--- src/rtl/iod_map.vh ---
// register map and field constants for the instruction decoder
`ifndef IOD_MAP_VH
`define IOD_MAP_VH

// register byte offsets
`define IOD_OFF_CTRL 8'h00
`define IOD_OFF_STATUS 8'h04
`define IOD_OFF_HOLD 8'h08
`define IOD_OFF_GROUP 8'h0c
`define IOD_OFF_SR_LO 8'h10
`define IOD_OFF_SR_HI 8'h14
`define IOD_OFF_SHIFT 8'h18
`define IOD_OFF_COUNT 8'h1c

// control register fields
`define IOD_CTRL_EN 0
`define IOD_CTRL_IACLR 1
`define IOD_CTRL_EN_RST 1'b1

// status register fields
`define IOD_ST_TAG 0
`define IOD_ST_LATCH 3
`define IOD_ST_IA 6
`define IOD_ST_XFER 7
`define IOD_ST_SIGN 8
`define IOD_ST_VALID 9

// group register fields
`define IOD_GR_CODE 0
`define IOD_GR_TERMS 6

// instruction word bit positions, sign is bit 0
`define IOD_BIT_SIGN 0
`define IOD_BIT_FLAG_HI 12
`define IOD_BIT_FLAG_LO 13
`define IOD_BIT_TAG_C 18
`define IOD_BIT_SHIFT 28

// decoder groups
`define IOD_GRP_OVERFLOW 6'o14
`define IOD_GRP_ADDSUB 6'o40
`define IOD_GRP_SECOND 6'o76
`define IOD_DIGIT_SEVEN 3'o7

// reset values
`define IOD_WORD_RST 36'h000000000
`define IOD_HOLD_RST 12'h000

`endif

--- src/rtl/iod_decoder.v ---
// instruction cycle decoder with its ahb-lite register slave
//
// The AHB-Lite slave port and the register offsets are this design's own decisions.
`timescale 1ns/1ps
`default_nettype none
`include "iod_map.vh"

// Notes on behaviour
// RULE1: every instruction cycle copies bus bits 18, 19, 20 into the tag register.
// RULE2: every instruction cycle loads the whole bus word into the storage register.
// RULE3: bits S, 1, 2 are decoded first; other loads wait on that result.
// RULE4: index-transfer codes load only held S, 8, 9 from bus S, 1, 2.
// RULE5: a sign bit of 1 means minus, 0 means plus.
// RULE6: all other instructions load bits S through 11 as the operation code.
// RULE7: first stage forms twelve terms from held bits 1 to 5.
// RULE8: second stage ands term pairs, bit 6 splits x2 from x3 groups.
// RULE9: code 00110 with bit 6 zero gives group 14, the overflow test branch.
// RULE10: group 40 splits into add or subtract by the held sign.
// RULE11: group outputs combine with held sign and bits 7, 8, 9.
// RULE12: group 76 ands with bits 6 to 9 into second decoder levels.
// RULE13: flags 12, 13 on an indexable non-7x op set indirect trigger at a4_d1.
// RULE14: the set trigger requests an indirect cycle; otherwise flags are ignored.
// RULE15: bit 18 sets the c tag latch at a3_d2, gating index register c.
// RULE16: bit 19 selects index register b, bit 20 a; no bit, none.
// RULE17: decoded and tag outputs hold until the next instruction load; indirect also clears on indirect_taken or ia_clr.
module iod_decoder #(
   parameter AW = 8,
   parameter XW = 18
) (
   // clock and reset
   input wire clock,
   input wire rstn,
   // ahb-lite slave
   input wire hsel,
   input wire [AW-1:0] haddr,
   input wire [1:0] htrans,
   input wire hwrite,
   input wire [2:0] hsize,
   input wire hready,
   input wire [31:0] hwdata,
   output reg [31:0] hrdata,
   output wire hreadyout,
   output wire hresp,
   // storage bus and cycle timing
   input wire [0:35] storage_bus,
   input wire i_cycle,
   input wire sb_load,
   input wire a3_d2,
   input wire a4_d1,
   // execution control
   input wire indexable,
   input wire indirect_taken,
   // index registers a, b, c
   input wire [XW-1:0] index_register_a,
   input wire [XW-1:0] index_register_b,
   input wire [XW-1:0] index_register_c,
   // storage register toward the adder
   output reg [0:35] adder_operand,
   // decode results
   output reg decode_valid,
   output reg index_transfer,
   output reg held_sign_bit,
   output reg op_minus,
   output reg [11:0] first_terms,
   output reg [63:0] group,
   output reg [15:0] sod_level,
   output reg [7:0] low_select,
   output reg add_op,
   output reg sub_op,
   output reg overflow_test_branch,
   output reg [7:0] shift_count,
   // indexing and indirection
   output reg [2:0] tag_register,
   output reg [2:0] tag_latch,
   output reg [XW-1:0] index_out,
   output reg indirect_pending_trigger,
   output wire indirect_cycle
);

   // instruction holding register, sign at index 0
   reg [0:11] instruction_holding_register;
   reg [0:1] flag_bits;
   reg decode_en;
   reg load_seen;
   reg [31:0] cycle_count;

   // bus slave state
   reg wr_pend;
   reg [AW-1:0] wr_addr;
   reg ia_clr;

   wire [11:0] next_terms;
   wire [63:0] next_group;
   wire [15:0] next_sod;
   wire load;
   wire bus_xfer;
   wire addr_phase;
   wire group_7x;
   wire [5:0] group_code;
   // decoded strobes
   wire ia_set;
   wire wr_ctrl;
   reg [31:0] next_rdata;
   reg [XW-1:0] next_index;
   integer k;

   assign load = sb_load & i_cycle & decode_en;

   // sign, 1, 2 as +1, +-2 or +-3 marks an index transfer
   assign bus_xfer = storage_bus[1] |
      (~storage_bus[`IOD_BIT_SIGN] & storage_bus[2]); // RULE3 RULE5

   iod_first_decoder u_first_opcode_decoder (
      .code(instruction_holding_register[1:6]),
      .first_terms(next_terms),
      .group(next_group)
   );

   iod_second_decoder u_second_opcode_decoder (
      .group_76(next_group[`IOD_GRP_SECOND]),
      .code(instruction_holding_register[6:9]),
      .level(next_sod)
   );

   assign group_code = instruction_holding_register[1:6];
   // held bits 1 to 3 form the first octal digit of the group
   assign group_7x = (group_code[5:3] == `IOD_DIGIT_SEVEN);

   // word transfer and tag register, every instruction cycle
   always @(posedge clock or negedge rstn) begin
      if (!rstn) begin
         adder_operand <= `IOD_WORD_RST;
         tag_register <= 3'h0;
         cycle_count <= 32'h00000000;
      end else if (load) begin
         adder_operand <= storage_bus; // RULE2
         // latch order is c, b, a for bits 18, 19, 20
         tag_register <= {storage_bus[`IOD_BIT_TAG_C+2],
            storage_bus[`IOD_BIT_TAG_C+1],
            storage_bus[`IOD_BIT_TAG_C]}; // RULE1
         // only accepted loads are counted
         cycle_count <= cycle_count + 32'h00000001;
      end
   end

   // holding register, flags and shift counter
   always @(posedge clock or negedge rstn) begin
      if (!rstn) begin
         instruction_holding_register <= `IOD_HOLD_RST;
         flag_bits <= 2'h0;
         shift_count <= 8'h00;
         index_transfer <= 1'b0;
      end else if (load) begin
         index_transfer <= bus_xfer;
         if (bus_xfer) begin
            // only sign, 8 and 9 change for index transfers
            instruction_holding_register[0] <= storage_bus[0]; // RULE4
            instruction_holding_register[8] <= storage_bus[1]; // RULE4
            instruction_holding_register[9] <= storage_bus[2]; // RULE4
            // flags and shift count keep their older values
         end else begin
            instruction_holding_register <= storage_bus[0:11]; // RULE6
            flag_bits <= {storage_bus[`IOD_BIT_FLAG_HI],
               storage_bus[`IOD_BIT_FLAG_LO]};
            shift_count <= storage_bus[`IOD_BIT_SHIFT +: 8];
         end
      end
   end

   // registered decode outputs, one cycle after the holding register
   always @(posedge clock or negedge rstn) begin
      if (!rstn) begin
         load_seen <= 1'b0;
         decode_valid <= 1'b0;
         held_sign_bit <= 1'b0;
         op_minus <= 1'b0;
         first_terms <= 12'h000;
         group <= 64'h0000000000000000;
         sod_level <= 16'h0000;
         low_select <= 8'h00;
         add_op <= 1'b0;
         sub_op <= 1'b0;
         overflow_test_branch <= 1'b0;
      end else begin
         load_seen <= load;
         // valid is low for the one cycle the decoders settle
         if (load) begin
            decode_valid <= 1'b0;
         end else if (load_seen) begin
            decode_valid <= 1'b1; // RULE17
            held_sign_bit <= instruction_holding_register[0];
            op_minus <= instruction_holding_register[0]; // RULE5
            first_terms <= next_terms; // RULE7
            group <= next_group; // RULE8
            sod_level <= next_sod; // RULE12
            for (k = 0; k < 8; k = k + 1) begin
               low_select[k] <=
                  (instruction_holding_register[7:9] == k[2:0]); // RULE11
            end
            add_op <= next_group[`IOD_GRP_ADDSUB] &
               ~instruction_holding_register[0]; // RULE10
            sub_op <= next_group[`IOD_GRP_ADDSUB] &
               instruction_holding_register[0]; // RULE10
            overflow_test_branch <= next_group[`IOD_GRP_OVERFLOW]; // RULE9
         end
      end
   end

   // tag latches: cleared on load, set in the late cycle at a3_d2
   // a set in the same cycle as a clearing load wins
   genvar t;
   generate
      for (t = 0; t < 3; t = t + 1) begin : g_tag
         always @(posedge clock or negedge rstn) begin
            if (!rstn) begin
               tag_latch[t] <= 1'b0;
            end else if (i_cycle & a3_d2 & tag_register[t]) begin
               tag_latch[t] <= 1'b1; // RULE15 RULE16
            end else if (load) begin
               tag_latch[t] <= 1'b0; // RULE17
            end
         end
      end
   endgenerate

   // index register gating, latch 0 is c, 1 is b, 2 is a
   // two set tags or their registers together
   always @* begin
      next_index = {XW{1'b0}};
      if (tag_latch[0]) begin
         next_index = next_index | index_register_c; // RULE15
      end
      if (tag_latch[1]) begin
         next_index = next_index | index_register_b; // RULE16
      end
      if (tag_latch[2]) begin
         next_index = next_index | index_register_a; // RULE16
      end
   end

   always @(posedge clock or negedge rstn) begin
      if (!rstn) begin
         index_out <= {XW{1'b0}};
      end else begin
         index_out <= next_index;
      end
   end

   // indirect pending trigger; a set wins over a clear
   assign ia_set = i_cycle & a4_d1 & ~index_transfer & indexable &
      flag_bits[0] & flag_bits[1] & ~group_7x; // RULE13 RULE14

   always @(posedge clock or negedge rstn) begin
      if (!rstn) begin
         indirect_pending_trigger <= 1'b0;
      end else if (ia_set) begin
         indirect_pending_trigger <= 1'b1; // RULE13
      end else if (indirect_taken | ia_clr | load) begin
         indirect_pending_trigger <= 1'b0; // RULE17
      end
   end

   assign indirect_cycle = indirect_pending_trigger; // RULE14

   // ahb-lite slave, zero wait states, always okay
   assign hreadyout = 1'b1;
   assign hresp = 1'b0;
   assign addr_phase = hsel & hready & htrans[1];
   // transfer size is not decoded, every register is one whole word
   assign wr_ctrl = wr_pend & (wr_addr == `IOD_OFF_CTRL);

   always @* begin
      next_rdata = 32'h00000000;
      case (haddr)
         `IOD_OFF_CTRL: begin
            next_rdata[`IOD_CTRL_EN] = decode_en;
         end
         `IOD_OFF_STATUS: begin
            next_rdata[`IOD_ST_TAG+2:`IOD_ST_TAG] = tag_register;
            next_rdata[`IOD_ST_LATCH+2:`IOD_ST_LATCH] = tag_latch;
            next_rdata[`IOD_ST_IA] = indirect_pending_trigger;
            next_rdata[`IOD_ST_XFER] = index_transfer;
            next_rdata[`IOD_ST_SIGN] = held_sign_bit;
            next_rdata[`IOD_ST_VALID] = decode_valid;
         end
         `IOD_OFF_HOLD: begin
            next_rdata[11:0] = instruction_holding_register;
         end
         `IOD_OFF_GROUP: begin
            next_rdata[`IOD_GR_CODE+5:`IOD_GR_CODE] = group_code;
            next_rdata[`IOD_GR_TERMS+11:`IOD_GR_TERMS] = first_terms;
         end
         `IOD_OFF_SR_LO: begin
            next_rdata = adder_operand[4:35];
         end
         `IOD_OFF_SR_HI: begin
            next_rdata[3:0] = adder_operand[0:3];
         end
         `IOD_OFF_SHIFT: begin
            next_rdata[7:0] = shift_count;
         end
         `IOD_OFF_COUNT: begin
            next_rdata = cycle_count;
         end
         // unmapped offsets read as zero
         default: begin
            next_rdata = 32'h00000000;
         end
      endcase
   end

   // read data is sampled at the address phase edge
   always @(posedge clock or negedge rstn) begin
      if (!rstn) begin
         hrdata <= 32'h00000000;
         wr_pend <= 1'b0;
         wr_addr <= {AW{1'b0}};
      end else begin
         wr_pend <= addr_phase & hwrite;
         if (addr_phase) begin
            wr_addr <= haddr;
            if (!hwrite) begin
               hrdata <= next_rdata;
            end
         end
      end
   end

   // write data phase
   always @(posedge clock or negedge rstn) begin
      if (!rstn) begin
         decode_en <= `IOD_CTRL_EN_RST;
         ia_clr <= 1'b0;
      end else begin
         ia_clr <= 1'b0;
         if (wr_ctrl) begin
            decode_en <= hwdata[`IOD_CTRL_EN];
            ia_clr <= hwdata[`IOD_CTRL_IACLR];
         end
      end
   end

endmodule

`default_nettype wire

--- src/rtl/iod_first_decoder.v ---
// first opcode decoder: twelve first-stage terms and 64 group outputs
`timescale 1ns/1ps
`default_nettype none

module iod_first_decoder (
   // held operation code bits 1 to 6
   input wire [1:6] code,
   // first-stage terms: [7:0] digit 0x..7x, [11:8] pairs x0..x6
   output wire [11:0] first_terms,
   // second-stage groups, index is the octal group number
   output wire [63:0] group
);

   genvar i;

   generate
      for (i = 0; i < 8; i = i + 1) begin : g_digit
         assign first_terms[i] = (code[1:3] == i[2:0]); // RULE7
      end
      for (i = 0; i < 4; i = i + 1) begin : g_pair
         assign first_terms[8+i] = (code[4:5] == i[1:0]); // RULE7
      end
      for (i = 0; i < 64; i = i + 1) begin : g_group
         // bit 6 splits each pair into its even and odd group
         assign group[i] = first_terms[i/8] & first_terms[8+(i%8)/2] &
            (i[0] ? code[6] : ~code[6]); // RULE8 RULE9
      end
   endgenerate

endmodule

`default_nettype wire

--- src/rtl/iod_second_decoder.v ---
// second opcode decoder: sixteen levels inside group 76
`timescale 1ns/1ps
`default_nettype none

module iod_second_decoder (
   // group 76 term from the first decoder
   input wire group_76,
   // held bits 6 to 9
   input wire [6:9] code,
   // one level per value of bits 6 to 9
   output wire [15:0] level
);

   genvar i;

   generate
      for (i = 0; i < 16; i = i + 1) begin : g_level
         assign level[i] = group_76 & (code == i[3:0]); // RULE12
      end
   endgenerate

endmodule

`default_nettype wire

--- config.mk ---
export PLATFORM = sky130hd
export DESIGN_NAME = iod_decoder
export DESIGN_NICKNAME = d
export VERILOG_FILES = /design/src/rtl/iod_decoder.v /design/src/rtl/iod_first_decoder.v /design/src/rtl/iod_second_decoder.v
export VERILOG_INCLUDE_DIRS = /design/src /design/src/rtl
export SDC_FILE = /design/constraint.sdc
export NUM_CORES = 1
export LEC_CHECK = 0
export ABC_AREA = 1
export BUFFER_PORTS_ARGS = -buffer_cell sky130_fd_sc_hd__buf_2
export CORE_UTILIZATION = 55
export CTS_CLUSTER_SIZE = 28
export DETAILED_ROUTE_END_ITERATION = 8
export GPL_ROUTABILITY_DRIVEN = 0
export HOLD_SLACK_MARGIN = 0.08
export PLACE_DENSITY = 0.91
export SETUP_SLACK_MARGIN = 0.05
export SLEW_MARGIN = 20
export SYNTH_ARGS = -nofsm -noshare
export SYNTH_HDL_FRONTEND = slang
export SYNTH_SLANG_ARGS = --single-unit
--- constraint.sdc ---
create_clock -name clock -period 4.79 [get_ports clock]
set_clock_uncertainty 0.2 [all_clocks]
set_input_delay 0.2395 -clock clock [delete_from_list [all_inputs] [get_ports clock]]
set_output_delay 0.2395 -clock clock [all_outputs]
set_load 0.05 [all_outputs]
==> metrics, run 1 <==
outcome=complete, no violations; row count=51; critical path's slowest cell=buf_4; RSZ-0062 raised after global routing=no; CP Cell Sequence=nand3_4 > nand2_4 > buf_4 > nor2_1 > inv_1 > o21ai_0; first-pass GRT wire length=56,800 um; proportion of synthesized chip area in sequential cells=58.1%; Worst Max-Slew Pin Slew=1.08 ns; Worst Hold Class=primary input to register; Comb power frac=33.6%; Async SR Flop Fraction=100%; die area=20,900 um2; clock-pin slew on the worst setup and hold paths=0.06 ns; Peak Freq=0.334 GHz; pwr dens=523 nW/um2; Worst setup SP type=register; Routed WL per cell=19.2 um; DIE HEIGHT=145 um; Top Usage Layer GRT=met2; Fin Setup TNS=0 ns; leading area contributor after synthesis=dfrtp_1; crit end category=register; Req. time, crit path=5.00 ns; Leakage=7.81 nW; Max-Cap Viols=0; Syn Area/Cell=8.57 um2; number of synthesized flops with an enable pin=0; Root Buffer=clkbuf_16; commonest cells in the netlist=473 x nand2_1, 259 x dfrtp_1, 126 x o21ai_0, 90 x nor2_1, 89 x nand3_1; antenna viol nets, final=0; Setup Buffers After CTS=0; post-synthesis register bit count=260; layout filler cell count=1,307; leading cell types by total area after synthesis=dfrtp_1 58%, nand2_1 16%, o21ai_0 5.6%; GRT Util Overall=35.9%; initial drt markers=1,065; Syn Inst Count=1,307; Final period util=62.5%; Synth Net Count=1,454; Largest stage delay, worst path=0.75 ns; cell with the most instances after synthesis=nand2_1; Switch Pwr=3.25 mW; TritonCTS Buffers=28; I/O pins=357; WL final=37,900 um; share of layout cells above drive strength 1=23.3%; final hold vios=0; Worst EP arrival=3.21 ns; number of global-route vias before repair=10,621; Final Util=74.5%; gr ovfl total=0; Setup Viol. Count Final=0; mapped cell area=11,200 um2; DRC viols=0; Clock Tree Buf Depth=3; Sequential Power Share=39.2%; CTS tree=done; first-pass detailed-route iteration total=6; critical path depth=6; Synth Flop Type=dfrtp_1; latest clock arrival within the worst-skew pair=0.54 ns; area delta synth->final=31.2%; CTS H-tree depth=1; hold depth=3; critical path class=register to register; I/O Buffers=320; Sw Share=42.2%; Reg2Reg Depth=6; via count=11,125; Clk pwr share=27.2%; critical path's top delay family=buffers and inverters; Final Max Tran Viols=0; starting density of the core=56.8%; Max-slew headroom=27.9%; Synth cell types=37; GRT met2 Usage=58.0%; Synth Warn #=0; Worst Path Max Fanout=103; met1 usage=44.0%; Vias/cell=5.64; post-route minimum period=2.99 ns; Buf/Inv on CP=2; Global Route met3 Usage=8.69%; Yosys top cell area share=57.9%; die width=145 um; initial antenna violation count=1; Detail Placement HPWL=24,000 um; Net count, final=1,839; largest net degree at the start of global routing=127; Worst VDD drop=0.390 mV; CTS Sinks=260; Pint=4.44 mW; core area=19,700 um2
-- worst reg2reg max path: cells and delay by family, from the launching register on --
kind,cells,cell delay (ns)
simple gates,3,1.00
buf+inv,2,0.97
flops,1,0.58
compound gates,1,0.12
-- per-layer routing --
layer | vias up | wire, um
li1 | 4927 | -
met1 | 5280 | 13800
met2 | 766 | 18100
met3 | 152 | 3800
met4 | 0 | 2130
met5 | - | 0
-- repair_timing --
item                                    CTS  global route
hold endpoints to repair                220             0
resized for setup                         0             0
endpoints found under the setup margin    0             0
hold buffers                             89             0
-- logic make-up after synthesis --
kind of cell               Yosys count  share of synthesized area, %
adders and majority gates            1                         0.112
AOI/OAI and AO/OA                  175                          8.11
xor gates and xnor gates            25                          1.96
buffers and inverters              145                          5.52
other                                2                        0.0671
muxes                                9                         0.905
DFF                                260                          58.1
and+or+nand+nor                    690                          25.2
-- cells in the final DEF, fill, tap and decap left out, drive strengths merged, types with 6 or more instances in the layout --
cell and instances:
nand2 475, buf 329, dfrtp 259, o21ai 126, nor2 98, nand3 90
dlygate4sd3 89, inv 82, clkbuf 40, a21oi 38, xor2 14, nor3 12
xnor2 11, nand4 9, mux2 9, o31ai 6
-- metrics by stage --
stage	hold slack [ns]	setup slack, ns	instances	cell area [um2]	power, mW
finish	0.103	1.80	1973	14700	7.69
detailed placement	0.196	1.99	1838	12900	5.38
global placement	0.184	2.03	1838	12900	5.33
CTS	0.0956	1.93	1970	14700	7.59
floorplan	-0.256	3.17	1307	11200	4.65
global route	0.193	1.64	1970	14700	7.97
-- power groups by stage --
stage	Sequential [mW]	Combinational (mW)	Clock, mW
floorplan	4.01	0.639	0
global placement	2.99	2.34	0
detailed placement	3.00	2.38	0
CTS	2.97	2.53	2.09
global route	3.05	2.73	2.19
finish	3.01	2.58	2.09
-- final timing paths --
path,startpoint,slack [ns],to
setup reg to reg,decode_en,1.80,low_select[1]
setup / recovery,decode_en,1.80,low_select[1]
hold reg to reg,hrdata[2],0.27,hrdata[2]
hold / removal,htrans[1],0.10,wr_pend
min in group asynchronous,rstn,0.17,index_out[7]
max in group asynchronous,rstn,3.10,hrdata[24]
-- sequential cells by signal, indices dropped and copies added (netlist names), 2 cells and up --
| signal | count |
|---|---|
| adder_operand | 36 |
| cycle_count | 32 |
| first_terms | 12 |
| flag_bits | 2 |
| group | 64 |
| hrdata | 32 |
| index_out | 18 |
| instruction_holding_register | 11 |
| low_select | 8 |
| shift_count | 8 |
| sod_level | 16 |
| tag_latch | 3 |
| wr_addr | 8 |
-- final cells by class --
cell class,instances,area [um2],area share (%)
sequential,260,6510,44.3
multi-input combinational,902,4080,27.8
timing repair buffer,418,2580,17.6
clock buffer,40,837,5.70
tap,265,332,2.26
inverter,82,308,2.09
clock inverter,3,40.0,0.272
antenna,3,7.51,0.0511
No activity file was read; power rests on OpenSTA's default activity.
==> run 2: changes to the inputs <==
--- a/config.mk
+++ b/config.mk
@@ -8,12 +8,12 @@
 export LEC_CHECK = 0
 export ABC_AREA = 1
 export BUFFER_PORTS_ARGS = -buffer_cell sky130_fd_sc_hd__buf_2
-export CORE_UTILIZATION = 55
+export CORE_UTILIZATION = 51
 export CTS_CLUSTER_SIZE = 28
 export DETAILED_ROUTE_END_ITERATION = 8
 export GPL_ROUTABILITY_DRIVEN = 0
 export HOLD_SLACK_MARGIN = 0.08
-export PLACE_DENSITY = 0.91
+export PLACE_DENSITY = 0.86
 export SETUP_SLACK_MARGIN = 0.05
 export SLEW_MARGIN = 20
 export SYNTH_ARGS = -nofsm -noshare
==> constraint.sdc (replaced) <==
create_clock -name clock -period 2.8 [get_ports clock]
set_clock_uncertainty 0.2 [all_clocks]
set_input_delay 0.14 -clock clock [delete_from_list [all_inputs] [get_ports clock]]
set_output_delay 0.14 -clock clock [all_outputs]
set_load 0.05 [all_outputs]
==> metrics, run 2 (synthesis gave the netlist of run 1 again) <==
outcome=complete, no violations; largest net degree at the start of global routing=81; Detail Placement HPWL=24,500 um; Max-Cap Viols=0; RR Startpoint=decode_en; GRT Util Overall=32.2%; Req. time, crit path=3.01 ns; post-route minimum period=2.61 ns; I/O pins=357; Setup Viol. Count Final=0; area delta synth->final=33.7%; final hold vios=0; Net count, final=1,867; WL final=37,000 um; first-pass GRT wire length=56,000 um; Worst Path Max Fanout=6; Routed WL per cell=18.4 um; Vias/cell=5.49; I/O Buffers=320; Largest regs=group: 64 flops, adder_operand: 36 flops; pwr dens=881 nW/um2; clock-pin slew on the worst setup and hold paths=0.06 ns; Final Cell Area=15,000 um2; layout filler cell count=1,519; number of global-route vias before repair=10,635; first-pass detailed-route iteration total=6; row count=53; Clock Tree Buf Depth=3; starting density of the core=52.6%; DIE HEIGHT=150 um; Top reg by flops=group; CTS tree=done; core area=21,300 um2; hold path startpoint=storage_bus[32]; Worst Max-Slew Pin Slew=1.14 ns; share of layout cells above drive strength 1=23.9%; Worst VDD drop=0.556 mV; Setup Buffers After CTS=0; via count=11,050; initial antenna violation count=1; crit end category=register; DP Area=13,100 um2; die width=150 um; gr ovfl total=0; initial drt markers=957; Max-slew headroom=23.6%; TritonCTS Buffers=27; Peak Freq=0.383 GHz; CTS Sinks=260; Fin Setup TNS=0 ns; RSZ-0062 raised after global routing=no; Worst Hold Class=primary input to register; max reg flops=64; Worst EP arrival=2.82 ns; antenna viol nets, final=0; Worst setup SP type=register; critical path class=register to register; Root Buffer=clkbuf_16; latest clock arrival within the worst-skew pair=0.53 ns; Final period util=93.4%; commonest non-fill, non-tap cells in the layout=472 x nand2_1, 319 x buf_2, 259 x dfrtp_1, 126 x o21ai_0, 102 x dlygate4sd3_1; Final Max Tran Viols=0; Final Util=70.3%; Critical Path Source=decode_en; CTS H-tree depth=1; die area=22,600 um2; Leakage=7.95 nW; commonest non-fill, non-tap cell in the layout=nand2_1; DRC viols=0
## run 2: cell count changes in the layout (fill, tap and decap cells not counted), sizes merged
cell and change:
buf +16, dlygate4sd3 +13, clkbuf -4, clkinv +3, bufinv +2, diode -1
## run 2: area by class of cell
type	instances	area, um2	share of cell area [%]
Sequential cell	260	6510	43.5
Multi-Input combinational cell	902	4090	27.3
Timing Repair Buffer	447	2860	19.1
Clock buffer	36	749	5.01
Tap cell	275	344	2.30
Inverter	82	308	2.06
Clock inverter	8	115	0.769
Antenna cell	2	5.00	0.0334
## run 2: repair_timing
item / CTS / global route
endpoints found under the hold margin: 388 / 0
hold buffers: 102 / 0
resized for setup: 0 / 1
setup endpoints to repair: 0 / 1
## run 2: worst paths after layout
path	to	slack (ns)	cells after the start
max in group asynchronous	index_out[4]	0.91	4
min in group asynchronous	adder_operand[5]	0.51	3
worst max register to register	cycle_count[27]	0.19	7
worst min register to register	hrdata[14]	0.27	2
worst min-delay path	adder_operand[32]	0.16	4
worst max-delay path	cycle_count[27]	0.19	7
## run 2: layer usage
metal / track usage [%] / wire, um / vias to the layer above
met5: 0 / 0 / -
met4: 18.9 / 2210 / 0
met3: 6.00 / 3580 / 146
met2: 52.0 / 17400 / 704
met1: 40.5 / 13800 / 5200
li1: - / - / 5000
## run 2: per-stage QoR
stage | setup slack [ns] | hold slack [ns] | cells | power, mW
floorplan | 1.18 | -0.356 | 1307 | 7.95
global placement | 0.678 | -0.0380 | 1864 | 9.19
detailed placement | 0.627 | -0.0385 | 1864 | 9.29
CTS | 0.202 | 0.139 | 2010 | 13.1
global route | 0.0812 | 0.157 | 2011 | 13.7
finish | 0.186 | 0.156 | 2012 | 13.2
## run 2: power by group
part / internal, mW / switching [mW] / leakage [nW]
Combinational: 1.11 / 3.43 / 4.14
Clock: 2.13 / 1.44 / 0.429
Sequential: 4.43 / 0.644 / 3.39
## run 2: worst max-delay path: stages, from the launching register on
cell and delay [ns]:
dfstp_2 0.60, nand3_4 0.15, dlygate4sd3_1 0.71, nor2_4 0.20, nand2_1 0.17, nor2_4 0.21
nand3_1 0.12, xnor2_1 0.14
==> run 3: changes to the inputs <==
--- a/config.mk
+++ b/config.mk
@@ -6,7 +6,7 @@
 export SDC_FILE = /design/constraint.sdc
 export NUM_CORES = 1
 export LEC_CHECK = 0
-export ABC_AREA = 1
+export ABC_AREA = 0
 export BUFFER_PORTS_ARGS = -buffer_cell sky130_fd_sc_hd__buf_2
 export CORE_UTILIZATION = 51
 export CTS_CLUSTER_SIZE = 28
==> metrics, run 3 <==
via count=10,224; critical path class=register to register; Largest regs=group: 64 flops, adder_operand: 36 flops; dpl ws=0.464 ns; DIE HEIGHT=149 um; Yosys top cell area share=59.0%; Top reg by flops=group; final hold vios=0; Max-Cap Viols=0; Final period util=92.8%; Net count, final=1,594; Clock Tree Buf Depth=3; CTS Hold Bufs=97; Peak Freq=0.385 GHz; post-route minimum period=2.60 ns; proportion of synthesized chip area in sequential cells=59.2%; latest clock arrival within the worst-skew pair=0.53 ns; I/O Buffers=320; crit end category=register; Synth Area in XOR/XNOR=2.47%; Async SR Flop Fraction=100%; I/O pins=357; main combinational cell family by area after synthesis=simple AND/OR/NAND/NOR gates; R2R Path End=flag_bits[0]; Detail Placement HPWL=24,700 um; Setup WS post-layout=0.200 ns; Routed WL per cell=21.1 um; WL final=36,800 um; Worst Hold Class=primary input to register; cell total after placement=1,596; post-synthesis adder-cell area fraction=0.114%; WHS Endpoint=adder_operand[28]; Synth cell types=65; pwr dens=797 nW/um2; mapped cell area=11,000 um2; CTS Sinks=260; RSZ-0062 raised after global routing=no; Setup Buffers After CTS=0; commonest cells in the netlist=259 x dfrtp_1, 245 x nand2_1, 99 x o21ai_1, 47 x clkbuf_1, 29 x inv_1; CTS H-tree depth=1; die area=22,100 um2; number of global-route vias before repair=10,367; number of synthesized flops with an enable pin=0; starting density of the core=52.1%; hold path startpoint=storage_bus[28]; die width=149 um; Worst VDD drop=0.659 mV; DRC viols=0; cell with the most instances after synthesis=dfrtp_1; leading cell types by total area after synthesis=dfrtp_1 59%, nand2_1 8.4%, o21ai_1 4.5%; Worst Path Max Fanout=17; Final Util=70.1%; Reg2Reg Depth=5; Worst Max-Slew Pin Slew=0.787 ns; initial drt markers=935; Syn Inst Count=1,050; complex-gate fraction of the synthesized area=13.6%; Syn Area/Cell=10.5 um2; max reg flops=64; Simple-Gate Fraction of Synth Area=16.1%; layout filler cell count=1,442; TritonCTS Buffers=27; Final Non-Filler Cells=1,742; Synth Flop Type=dfrtp_1; initial antenna violation count=0; first-pass GRT wire length=56,400 um; Leakage=7.47 nW; Worst setup SP type=register; GRT Util Overall=33.1%; core area=21,100 um2; antenna viol nets, final=0; ANT cells=0; Final Cell Area=14,800 um2; commonest non-fill, non-tap cell in the layout=buf_2; Root Buffer=clkbuf_16; Final Max Tran Viols=0; Synth Warn #=0; Synth Net Count=1,197; DP Area=12,900 um2; post-synthesis register bit count=260; Setup Viol. Count Final=0; row count=53; post_cts resized=0; Vias/cell=5.87; Worst EP arrival=2.81 ns; leading area contributor after synthesis=dfrtp_1; commonest non-fill, non-tap cells in the layout=319 x buf_2, 259 x dfrtp_1, 244 x nand2_1, 99 x o21ai_1, 97 x dlygate4sd3_1; Hold Slack=0.146 ns; FF-to-FF setup slack=0.20 ns; Req. time, crit path=3.01 ns; gr ovfl total=0; share of layout cells above drive strength 1=28.3%; Fin Setup TNS=0 ns; CTS tree=done; clock-pin slew on the worst setup and hold paths=0.06 ns; RR Startpoint=decode_en; first-pass detailed-route iteration total=6; post-synthesis mux area share=4.17%; hold depth=4; outcome=complete, no violations; largest net degree at the start of global routing=77; Critical Path Source=decode_en; Max-slew headroom=47.5%; Power Total=11.8 mW; area delta synth->final=34.6%
==> run 3: worst max path at each step <==
stage and endpoint:
2_1_floorplan group[59], 4_1_cts shift_count[0], 5_1_grt instruction_holding_register[11], 6_report flag_bits[0], 3_5_place_dp cycle_count[12], 3_3_place_gp adder_operand[20]
==> run 3: routing by layer <==
| layer | track usage [%] | vias up | routed length [um] |
|---|---|---|---|
| met1 | 40.4 | 5051 | 13700 |
| li1 | - | 4451 | - |
| met2 | 55.7 | 602 | 18000 |
| met5 | 0 | - | 0 |
| met3 | 7.00 | 120 | 3340 |
| met4 | 16.6 | 0 | 1770 |
==> run 3: final cells by class <==
cell class	count	area (um2)	share of cell area (%)
well taps	275	344	2.33
flip-flops and latches	260	6510	44.0
inverters	32	120	0.813
clock inverters	17	225	1.52
clock buffers	32	714	4.83
repair buffers	448	2840	19.2
multi-input cells	678	4030	27.3
==> run 3: where the power goes <==
part	internal [mW]	switching, mW	total (mW)	leakage (nW)
sequential	4.22	0.527	4.75	3.44
clock	2.29	1.50	3.79	0.458
combinational	0.903	2.34	3.24	3.57
total	7.41	4.37	11.8	7.47
==> run 3: logic make-up (layout without fill, tap and decap cells) <==
group	after synthesis	after routing
adder cells (fa/ha/maj)	1	1
buffers and inverters	112	529
AO/OA/AOI/OAI	220	220
other	2	2
multiplexers	41	41
XOR/XNOR	31	31
AND/OR/NAND/NOR	383	383
flip-flops	260	260
==> run 3: worst max-delay path, cell delays in order, from the launching register on <==
cell and delay, ns:
dfstp_2 0.58, nand3_2 0.34, nor3_2 0.29, dlygate4sd3_1 0.57, buf_4 0.16, mux2_1 0.34
